$ cat src/rtl/arith_exec_pkg.sv
// shared types and constants for the arithmetic execution timing unit
package arith_exec_pkg;

  localparam int DATA_W = 32;
  localparam int WAIT_W = 4;
  localparam int CNT_W = 8;
  localparam logic [31:0] ONE_EXT_UPPER = 32'hffff0000;
  localparam logic [2:0] STEP_ONE = 3'h1;
  localparam logic [2:0] STEP_TWO = 3'h2;
  localparam logic [2:0] STEP_FOUR = 3'h4;
  localparam logic [CNT_W-1:0] PORT_EXTRA_ARITH = 8'h01;
  localparam logic [CNT_W-1:0] SFR_EXTRA_ARITH = 8'h02;
  localparam logic [CNT_W-1:0] PORT_EXTRA_INCDEC = 8'h02;
  localparam logic [CNT_W-1:0] SFR_EXTRA_INCDEC = 8'h03;
  localparam logic [CNT_W-1:0] EXT_BASE_EXTRA = 8'h02;
  // encoded byte counts and base state counts of the instruction forms
  localparam logic [2:0] LEN_ONE = 3'h1;
  localparam logic [2:0] LEN_TWO = 3'h2;
  localparam logic [2:0] LEN_THREE = 3'h3;
  localparam logic [2:0] LEN_FOUR = 3'h4;
  localparam logic [2:0] LEN_FIVE = 3'h5;
  localparam logic [CNT_W-1:0] ST_ONE = 8'h01;
  localparam logic [CNT_W-1:0] ST_TWO = 8'h02;
  localparam logic [CNT_W-1:0] ST_THREE = 8'h03;
  localparam logic [CNT_W-1:0] ST_FOUR = 8'h04;
  localparam logic [CNT_W-1:0] ST_FIVE = 8'h05;
  localparam logic [CNT_W-1:0] ST_SIX = 8'h06;

  typedef enum logic [3:0] {
    op_add = 4'h0,
    op_subtract = 4'h1,
    add_carry_op = 4'h2,
    subtract_borrow_op = 4'h3,
    op_increment = 4'h4,
    decrement_op = 4'h5,
    compare_op = 4'h6
  } op_type;

  // operand combination
  typedef enum logic [3:0] {
    f_acc_reg = 4'h0,
    f_acc_direct = 4'h1,
    f_acc_indirect = 4'h2,
    f_acc_imm = 4'h3,
    f_byte_byte = 4'h4,
    f_word_word = 4'h5,
    f_long_long = 4'h6,
    f_byte_imm8 = 4'h7,
    f_word_imm16 = 4'h8,
    f_long_imm16 = 4'h9,
    f_byte_direct_addr_8b = 4'ha,
    f_word_direct_addr_8b = 4'hb,
    f_byte_direct_addr_16b = 4'hc,
    f_word_direct_addr_16b = 4'hd,
    f_byte_ind_word = 4'he,
    f_byte_ind_long = 4'hf
  } form_type;

  // what the memory operand hits
  typedef enum logic [1:0] {
    tgt_internal = 2'h0,
    tgt_port = 2'h1,
    tgt_periph = 2'h2,
    tgt_external = 2'h3
  } target_type;

  typedef struct packed {
    op_type op;
    form_type form;
    target_type target;
    logic source_mode;
    logic one_ext;
    logic [2:0] step;
    logic [DATA_W-1:0] dest;
    logic [DATA_W-1:0] src;
    logic carry_flag;
  } request_type;

  typedef struct packed {
    logic [DATA_W-1:0] value;
    logic write_back;
    logic carry_flag;
    logic zero;
    logic [2:0] length;
    logic [CNT_W-1:0] states;
  } result_type;

endpackage : arith_exec_pkg

$ cat src/rtl/arith_instr_exec_timing.sv
// arithmetic instruction execution with per-form length and state timing
// Notes on behaviour
// - increment adds one, or adds source to destination in two-operand form.
// - compare forms destination minus source and never writes it back.
// - carry forms use accumulator and carry; register source 1/1 binary, 2/2 source.
// - accumulator plus indirect byte: 1 byte 2 states binary, 2 bytes 3 source.
// - accumulator plus direct byte: 2 bytes, 1 base state, plus target extras.
// - byte register pair: 3 bytes 2 states binary, 2 bytes 1 source.
// - long register pair: 3 bytes 5 states binary, 2 bytes 4 source.
// - word with 16-bit immediate: 5 bytes 4 states binary, 4 bytes 3 source.
// - long with zero-extended immediate: 5 bytes 6 states, 4 bytes 5 source.
// - byte with 8-bit immediate: 4 bytes 3 states binary, 3 bytes 2 source.
// - word with direct on-chip word: 4 bytes 4 states, 3 bytes 3 source.
// - word with 64K direct word: 5 bytes 4 states, 4 bytes 3 source.
// - byte through long pointer: 4 bytes 4 states, 3 bytes 3 source.
// - add/subtract port access adds one state, peripheral register adds two.
// - increment/decrement direct: port adds two states, peripheral register three.
// - external byte access adds wait states plus two.
// - external word direct access adds twice the sum of wait states and two.
// - byte register short step only 1, 2 or 4; 3/2 binary, 2/1 source.
// - long step increment 4/3 states, decrement 5/4; 3 and 2 bytes.
// - increment/decrement indirect byte: 1 byte 3 states, 2 bytes 4 source.
// - compare long with one-extended immediate: 5 bytes 6 states, 4 bytes 5.
// - compare long pair: 3 bytes 5 states binary, 2 bytes 4 source.
module arith_instr_exec_timing #(
  parameter int WAIT_STATES = 0
) (
  // clock and reset
  input wire logic sys_clk,
  input wire logic reset,
  // request from decode
  input wire logic req_valid,
  output logic req_ready,
  input arith_exec_pkg::request_type req,
  // result to register file and memory
  output logic done,
  output logic illegal_step,
  output arith_exec_pkg::result_type result
);
  import arith_exec_pkg::*;

  typedef enum logic [1:0] {
    st_idle = 2'b01,
    st_busy = 2'b10
  } state_type;

  localparam logic [CNT_W-1:0] WAIT_N = CNT_W'(WAIT_STATES);

  state_type state_q;
  logic [CNT_W-1:0] count_q;
  result_type result_q;
  logic done_q;
  logic illegal_q;
  logic start;

  // packs the byte count and state count for a form
  function automatic logic [CNT_W+2:0] timing(input logic [2:0] len,
                                               input logic [CNT_W-1:0] st);
    timing = {len, st};
  endfunction : timing

  function automatic logic step_ok(input logic [2:0] s);
    step_ok = (s == STEP_ONE) || (s == STEP_TWO) || (s == STEP_FOUR);
  endfunction : step_ok

  // base length and states per form, binary then source mode
  logic [CNT_W+2:0] base_t;
  logic [CNT_W-1:0] extra;
  logic is_incdec;
  always_comb begin
    is_incdec = (req.op == op_increment) || (req.op == decrement_op);
    base_t = '0;
    case (req.form)
      f_acc_reg: begin
        base_t = req.source_mode ? timing(LEN_TWO, ST_TWO) : timing(LEN_ONE, ST_ONE);
      end
      f_acc_direct: begin
        if (is_incdec) begin
          base_t = timing(LEN_TWO, ST_TWO);
        end else begin
          base_t = timing(LEN_TWO, ST_ONE);
        end
      end
      f_acc_indirect: begin
        if (is_incdec) begin
          base_t = req.source_mode ? timing(LEN_TWO, ST_FOUR) : timing(LEN_ONE, ST_THREE);
        end else begin
          base_t = req.source_mode ? timing(LEN_TWO, ST_THREE) : timing(LEN_ONE, ST_TWO);
        end
      end
      f_acc_imm: begin
        base_t = timing(LEN_TWO, ST_ONE);
      end
      f_byte_byte: begin
        base_t = req.source_mode ? timing(LEN_TWO, ST_ONE) : timing(LEN_THREE, ST_TWO);
      end
      f_word_word: begin
        base_t = req.source_mode ? timing(LEN_TWO, ST_TWO) : timing(LEN_THREE, ST_THREE);
      end
      f_long_long: begin
        if (is_incdec && req.op == op_increment) begin
          base_t = req.source_mode ? timing(LEN_TWO, ST_THREE) : timing(LEN_THREE, ST_FOUR);
        end else if (is_incdec) begin
          base_t = req.source_mode ? timing(LEN_TWO, ST_FOUR) : timing(LEN_THREE, ST_FIVE);
        end else begin
          base_t = req.source_mode ? timing(LEN_TWO, ST_FOUR) : timing(LEN_THREE, ST_FIVE);
        end
      end
      f_byte_imm8: begin
        if (is_incdec) begin
          base_t = req.source_mode ? timing(LEN_TWO, ST_ONE) : timing(LEN_THREE, ST_TWO);
        end else begin
          base_t = req.source_mode ? timing(LEN_THREE, ST_TWO) : timing(LEN_FOUR, ST_THREE);
        end
      end
      f_word_imm16: begin
        base_t = req.source_mode ? timing(LEN_FOUR, ST_THREE) : timing(LEN_FIVE, ST_FOUR);
      end
      f_long_imm16: begin
        base_t = req.source_mode ? timing(LEN_FOUR, ST_FIVE) : timing(LEN_FIVE, ST_SIX);
      end
      f_byte_direct_addr_8b: begin
        base_t = req.source_mode ? timing(LEN_THREE, ST_TWO) : timing(LEN_FOUR, ST_THREE);
      end
      f_word_direct_addr_8b: begin
        base_t = req.source_mode ? timing(LEN_THREE, ST_THREE) : timing(LEN_FOUR, ST_FOUR);
      end
      f_byte_direct_addr_16b: begin
        base_t = req.source_mode ? timing(LEN_FOUR, ST_TWO) : timing(LEN_FIVE, ST_THREE);
      end
      f_word_direct_addr_16b: begin
        base_t = req.source_mode ? timing(LEN_FOUR, ST_THREE) : timing(LEN_FIVE, ST_FOUR);
      end
      f_byte_ind_word: begin
        base_t = req.source_mode ? timing(LEN_THREE, ST_TWO) : timing(LEN_FOUR, ST_THREE);
      end
      f_byte_ind_long: begin
        base_t = req.source_mode ? timing(LEN_THREE, ST_THREE) : timing(LEN_FOUR, ST_FOUR);
      end
      default: begin
        base_t = '0;
      end
    endcase
  end

  // penalty states from the kind of target touched
  always_comb begin
    extra = '0;
    case (req.target)
      tgt_port: begin
        extra = is_incdec ? PORT_EXTRA_INCDEC : PORT_EXTRA_ARITH;
      end
      tgt_periph: begin
        extra = is_incdec ? SFR_EXTRA_INCDEC : SFR_EXTRA_ARITH;
      end
      tgt_external: begin
        if (req.form == f_word_direct_addr_16b) begin
          extra = CNT_W'((WAIT_N + EXT_BASE_EXTRA) << 1);
        end else begin
          extra = WAIT_N + EXT_BASE_EXTRA;
        end
      end
      default: begin
        extra = '0;
      end
    endcase
  end

  // arithmetic
  logic [DATA_W:0] sum;
  logic [DATA_W-1:0] src_eff;
  logic bad_step;
  logic wb;
  always_comb begin
    src_eff = req.src;
    bad_step = 1'b0;
    if (req.form == f_long_imm16) begin
      src_eff = req.one_ext ? (ONE_EXT_UPPER | {16'h0000, req.src[15:0]})
                            : {16'h0000, req.src[15:0]};
    end
    wb = 1'b1;
    case (req.op)
      op_add: sum = {1'b0, req.dest} + {1'b0, src_eff};
      op_subtract: sum = {1'b0, req.dest} - {1'b0, src_eff};
      add_carry_op: sum = {1'b0, req.dest} + {1'b0, src_eff} + {32'h0, req.carry_flag};
      subtract_borrow_op: sum = {1'b0, req.dest} - {1'b0, src_eff} - {32'h0, req.carry_flag};
      op_increment: begin
        if (req.form == f_byte_imm8 || req.form == f_long_long) begin
          bad_step = !step_ok(req.step);
          sum = {1'b0, req.dest} + {30'h0, req.step};
        end else if (req.form == f_acc_reg || req.form == f_acc_direct
                     || req.form == f_acc_indirect) begin
          sum = {1'b0, req.dest} + 33'h1;
        end else begin
          sum = {1'b0, req.dest} + {1'b0, src_eff};
        end
      end
      decrement_op: begin
        if (req.form == f_byte_imm8 || req.form == f_long_long) begin
          bad_step = !step_ok(req.step);
          sum = {1'b0, req.dest} - {30'h0, req.step};
        end else begin
          sum = {1'b0, req.dest} - 33'h1;
        end
      end
      compare_op: begin
        sum = {1'b0, req.dest} - {1'b0, src_eff};
        wb = 1'b0;
      end
      default: begin
        sum = '0;
        wb = 1'b0;
      end
    endcase
  end

  assign req_ready = (state_q == st_idle);
  assign start = req_valid && req_ready;
  assign done = done_q;
  assign illegal_step = illegal_q;
  assign result = result_q;

  always_ff @(posedge sys_clk or posedge reset) begin
    if (reset) begin
      state_q <= st_idle;
      count_q <= '0;
    end else begin
      case (state_q)
        st_idle: begin
          if (start) begin
            state_q <= st_busy;
            count_q <= base_t[CNT_W-1:0] + extra - CNT_W'(1);
          end
        end
        st_busy: begin
          if (count_q == '0) begin
            state_q <= st_idle;
          end else begin
            count_q <= count_q - CNT_W'(1);
          end
        end
        default: state_q <= st_idle;
      endcase
    end
  end

  always_ff @(posedge sys_clk or posedge reset) begin
    if (reset) begin
      result_q <= '0;
      illegal_q <= 1'b0;
    end else if (start) begin
      result_q.value <= sum[DATA_W-1:0];
      result_q.write_back <= wb && !bad_step;
      result_q.carry_flag <= sum[DATA_W];
      result_q.zero <= (sum[DATA_W-1:0] == '0);
      result_q.length <= base_t[CNT_W+2:CNT_W];
      result_q.states <= base_t[CNT_W-1:0] + extra;
      illegal_q <= bad_step;
    end
  end

  // done pulses one cycle after the last counted state
  always_ff @(posedge sys_clk or posedge reset) begin
    if (reset) begin
      done_q <= 1'b0;
    end else begin
      done_q <= (state_q == st_busy) && (count_q == '0);
    end
  end
endmodule : arith_instr_exec_timing

$ cat config.mk
export PLATFORM = sky130hd
export DESIGN_NAME = arith_instr_exec_timing
export DESIGN_NICKNAME = d
export VERILOG_FILES = /design/src/rtl/arith_exec_pkg.sv /design/src/rtl/arith_instr_exec_timing.sv
export SDC_FILE = /design/constraint.sdc
export NUM_CORES = 1
export LEC_CHECK = 0
export ABC_AREA = 1
export BUFFER_PORTS_ARGS = -buffer_cell sky130_fd_sc_hd__buf_2
export CORE_MARGIN = 3
export CORE_UTILIZATION = 45
export DETAILED_ROUTE_END_ITERATION = 6
export PLACE_DENSITY_LB_ADDON = 0.15
export SLEW_MARGIN = 15
export SYNTH_ARGS = -nofsm -noshare
export SYNTH_HDL_FRONTEND = slang
export SYNTH_SLANG_ARGS = --single-unit
$ cat constraint.sdc
create_clock -name sys_clk -period 2.1 [get_ports sys_clk]
set_input_delay 0.63 -clock sys_clk [delete_from_list [all_inputs] [get_ports sys_clk]]
set_output_delay 0.63 -clock sys_clk [all_outputs]
set_load 0.01 [all_outputs]
; ---- After elaboration in Yosys (flattened, before gate mapping)
; Index checks and enable logic that the tools add are counted.
; Widths: inputs -> output; s select.
[word_totals]
register_bits = 58
inputBits = 83
output_inout_bits = 49
wordCells = 114
[classes]
add_sub_neg = 11
eq_ne = 32
muxes = 36
n_reduce_logical = 25
[op_table]
columns = cell, n
row1 = $pmux 33 s6, 1
row2 = $pmux 11 s13, 1
row3 = $mux 33, 3
row4 = $mux 9, 8
row5 = $mux 32, 2
row6 = $mux 10, 4
row7 = $add 32x1->33 const B, 1
row8 = $add 32x3->33, 1
row9 = $add 32x32->33, 1
row10 = $add 33x1->33, 1
row11 = $mux 11, 3
row12 = $sub 32x1->33 const B, 1
row13 = $sub 32x3->33, 1
row14 = $sub 32x32->33, 1
row15 = $sub 33x1->33, 1
row16 = $eq 4x4->1 const B, 8
row17 = $logic_not 32->1, 1
row18 = $eq 4x3->1 const B, 7
row19 = $eq 4x2->1 const B, 4
row20 = $mux 8, 2
row21 = $pmux 8 s2, 1
row22 = $sub 8x1->8 const B, 2
row23 = $reduce_or 2->1, 5
row24 = $pmux 3 s3, 1
row25 = other kinds (22), 43

; ---- Depth between registers and ports, before layout
[depth]
ltp_word = 9
ltp_mapped = 32
depth_no_buf = 32

; ---- Worst setup path after synthesis
; Ideal clock, no wire load.
[synth_path]
path_kind = input-to-reg
from = in req[75] (netlist bit)
to = reg result_q (netlist bit result[11])
t_arrival_ps = 3933
required_ps = 2034
setup_slack_ps = -1899
cell_stages = 27
n_path_buf = 2
cell_sequence = inv_1 nand2_1 nor2_1 inv_1 clkbuf_1 clkbuf_1 or2_2 ha_1 inv_1 fa_1 nand2_1 nand4_1 nor2_1 nand3b_1 nor2_2 nand4_1 clkinv_1 a21oi_1 o21ai_0 o221ai_1 nor2_1 nand2_1 nor2_1 nand2_1 nor2_2 nand2_1 nand2_1
[synth_via]
elab_chain_len = 7
word_cells_on_any_way = 19
[synth_lines]
columns = element, line
row1 = start: declaration, arith_instr_exec_timing.sv:34  ; input arith_exec_pkg::request_type req,
row2 = branches (longest 5 deep; another with $sub 32x32->33), --
row3 = $pmux 33 s6 *, arith_instr_exec_timing.sv:182  ; case (req.op)
row4 = $logic_not 32->1 *, arith_instr_exec_timing.sv:255  ; result_q.zero <= (sum[DATA_W-1:0] == '0);
row5 = end: declaration, arith_instr_exec_timing.sv:51  ; result_type result_q;
; Mark *: on every way between the ends.
; A chain may end at the register's enable or synchronous reset.

; ---- Final worst setup path
; Ends and elaborated chain as after synthesis.

==> results.toml <==
[run_status]
outcome = "complete, but fails checks"
violations = "design-rule violations, negative setup slack"

[drt]
detail-route-antenna-nets = 0
routed_via_density = 5.70
drt-initial-drc-count = 2415
drcViolationCount = 2
firstDrtPassIters = 7
finalWirelength_um = 81700
routedWlPerCell_um = 20.1
via_count = 23200

[clock_network]
cts.htree.levels = 2
path_clk_slew_ns = 0.08
cts_made_buffers = 5
clock_latency_ns = 0.31
cts-root-to-sink-buffers = 2
root_buffer = "clkbuf_16"
hold_buffers = 0
cts_tree = "yes"
numClockSinks = 54

[floorplan]
row_count = 66
die_w_um = 189
start_util_pct = 45.8
core_region_area_mm2 = 0.0327
die_y_um = 189
dieArea_mm2 = 0.0355
io_pins = 132

[power]
p_per_area_mw_per_mm2 = 494
switching_share_pct = 51.8
p_total_mw = 11.9
comb_power_share_pct = 75.9
ir_drop_v = 0.000650
pwr-share-clk_pct = 8.5
p_int_mw = 5.73
p_seq_share_pct = 15.6
power_leakage_nw = 12.5
power.net_switching_mw = 6.15

[worst_hold_path]
hold_path.class = "input pin to async pin"

[critical_path]
worstPathArrival_ns = 4.16
end_kind = "register"
critPathLaunchType = "input pin"
slowest_stage = "ha_4"
reg2reg_slack_ns = -0.51
critical_path.max_stage_delay_ns = 0.35
reg2reg_depth = 18
path_common_cell = "nand2_2"
cp.required_ns = 2.34
critical_path_class = "input pin to register"
cp_max_fo = 5

[sta]
hold_viol = 0
rsz0062_at_grt = "yes"
setup_viol = 46
timing.final.crit_share_pct = 187
final_max_slew_viol_count = 0
tns_ns = -52.76
clock_skew_ns = 0.00575
maxSlewHeadroom_pct = 56.3
fmax_mhz = 255
worst_slew_pin_slew_ns = 0.656
fin_crit_ns = 3.92
setup_slack_ns = -1.82

[synthesis]
postSynthCellCount = 2835
synth_area_mm2 = 0.0150
yosysWarnings = 0
synth_seq_cells = 54
synth_edf_count = 0
synth_flop_cell = "dfrtp_1"
syn_avg_cell_area_um2 = 5.29
synth_cell_types = 62
async_reset_ff_share_pct = 100
synth.yosys.seq_area_share_pct = 9.02

[finish]
nNetsFinal = 3794
layout_common_cells = "nand2_1 (770), buf_4 (686), inv_1 (324)"
mostFrequentLayoutCell = "nand2_1"
syn_to_final_growth_pct = 60.6
fin_util_pct = 73.6
drive_above_1_share_pct = 42.4

[flow_run]
cap_viol_max_count = 0

[placed_design]
gp_congestion = 1.13
dp_hpwl_um = 63800
port-buffer-count = 127

[global_routing]
grt_pass1_vias = 22100
antenna_found_initial = 4
gr-total-overflow = 0
grt_usage_pct = 42.9
grt_first_pass_wirelength_um = 120000
grt_max_degree = 70
synth_stat cells (4+ instances only):
master | n | area [um2]
nand2_1 | 896 | 3360
inv_1 | 359 | 1350
nand3_1 | 303 | 1520
nor2_1 | 297 | 1110
o21ai_0 | 156 | 781
a21oi_1 | 125 | 626
ha_1 | 89 | 1110
nand4_1 | 83 | 519
nand2_2 | 72 | 450
dfrtp_1 | 53 | 1330
inv_2 | 44 | 165
nor2_2 | 43 | 269
clkbuf_1 | 40 | 150
nor3_1 | 32 | 160
nor2_4 | 21 | 236
buf_2 | 20 | 100
nand3_2 | 18 | 180
buf_4 | 14 | 105
xor2_1 | 14 | 123
o211ai_1 | 13 | 97.6
o21bai_1 | 10 | 75.1
nand2_4 | 9 | 101
o21ai_1 | 9 | 45.0
a31oi_1 | 7 | 43.8
buf_1 | 7 | 26.3
a21oi_2 | 6 | 52.6
buf_6 | 6 | 67.6
clkinv_1 | 6 | 22.5
nand3b_1 | 6 | 45.0
o221ai_1 | 6 | 52.6
fa_1 | 5 | 100
or2_2 | 5 | 31.3
nand3_4 | 4 | 70.1
nor3_2 | 4 | 40.0
nor4_1 | 4 | 25.0
o22ai_1 | 4 | 25.0
per-layer routing:
| metal | GRT usage, % | vias up | part of all wire (%) |
|---|---|---|---|
| li1 | - | 10700 | - |
| met1 | 52.0 | 10700 | 38 |
| met2 | 68.4 | 1399 | 43 |
| met3 | 8.19 | 386 | 9.8 |
| met4 | 29.7 | 0 | 9.1 |
| met5 | 0 | - | 0 |
critical path, delay by kind of cell:
family,cells,cell delay [ns]
fa+ha+maj,1,0.35
buf+inv,9,0.81
simple gates,20,2.26
compound gates,1,0.09
power groups by stage:
stage / combinational (mW) / sequential [mW] / clock (mW)
floorplan: 3.82 / 1.98 / 0
global placement: 7.42 / 1.81 / 0
detailed placement: 7.57 / 1.83 / 0
CTS: 8.33 / 1.83 / 1.01
global route: 9.61 / 1.90 / 1.05
finish: 9.02 / 1.85 / 1.01
per-stage QoR:
| stage | area, um2 | cells | hold WS (ns) | worst slack, ns |
|---|---|---|---|---|
| after floorplan | 15600 | 2838 | 0.476 | -1.54 |
| after global placement | 21300 | 3988 | 0.459 | -2.35 |
| after detailed placement | 21300 | 3988 | 0.460 | -2.36 |
| after CTS | 23300 | 4043 | 0.387 | -1.68 |
| after global routing | 24100 | 4066 | 0.394 | -1.98 |
| final | 24100 | 4066 | 0.375 | -1.82 |
cell families (layout without fill, tap and decap cells):
group           after synthesis  count (layout)  synth area share [%]
compound gates              358             358                  13.2
other cells                   1              10                0.0250
flops                        54              54                  9.02
simple gates               1812            1813                  55.2
fa+ha+maj                    94              94                  8.10
mux                           1               1                0.0668
buf+inv                     497            1276                  13.3
xor+xnor                     18              18                  1.10
flip-flops by register name, summed over array words and instances, names as in the netlist:
register / cells
state_q: 2
illegal_step: 1
count_q: 8
done: 1
result: 42
worst paths after layout:
path / from / endpoint
worst max-delay path: req[75] / result[11]
worst min-delay path: reset / count_q[0]
worst max register to register: state_q[0] / result[11]
worst min register to register: result[41] / result[41]
max in group asynchronous: reset / state_q[0]
min in group sys_clk: result[41] / result[41]
what timing repair did:
item	in CTS	in global routing
endpoints found under the setup margin	46	46
pin swaps	152	92
gates cloned	1	0
setup buffers	46	17
resized for setup	352	166
cell type report:
| class | count | area [um2] |
|---|---|---|
| Clock buffer | 5 | 125 |
| Timing Repair Buffer | 858 | 6410 |
| Tap cell | 442 | 553 |
| Multi-Input combinational cell | 2288 | 14000 |
| Fill cell | 2796 | 8630 |
| Sequential cell | 54 | 1350 |
| Inverter | 410 | 1580 |
| Clock inverter | 3 | 48.8 |
| Antenna cell | 6 | 15.0 |
No activity file was read; power rests on OpenSTA's default activity.
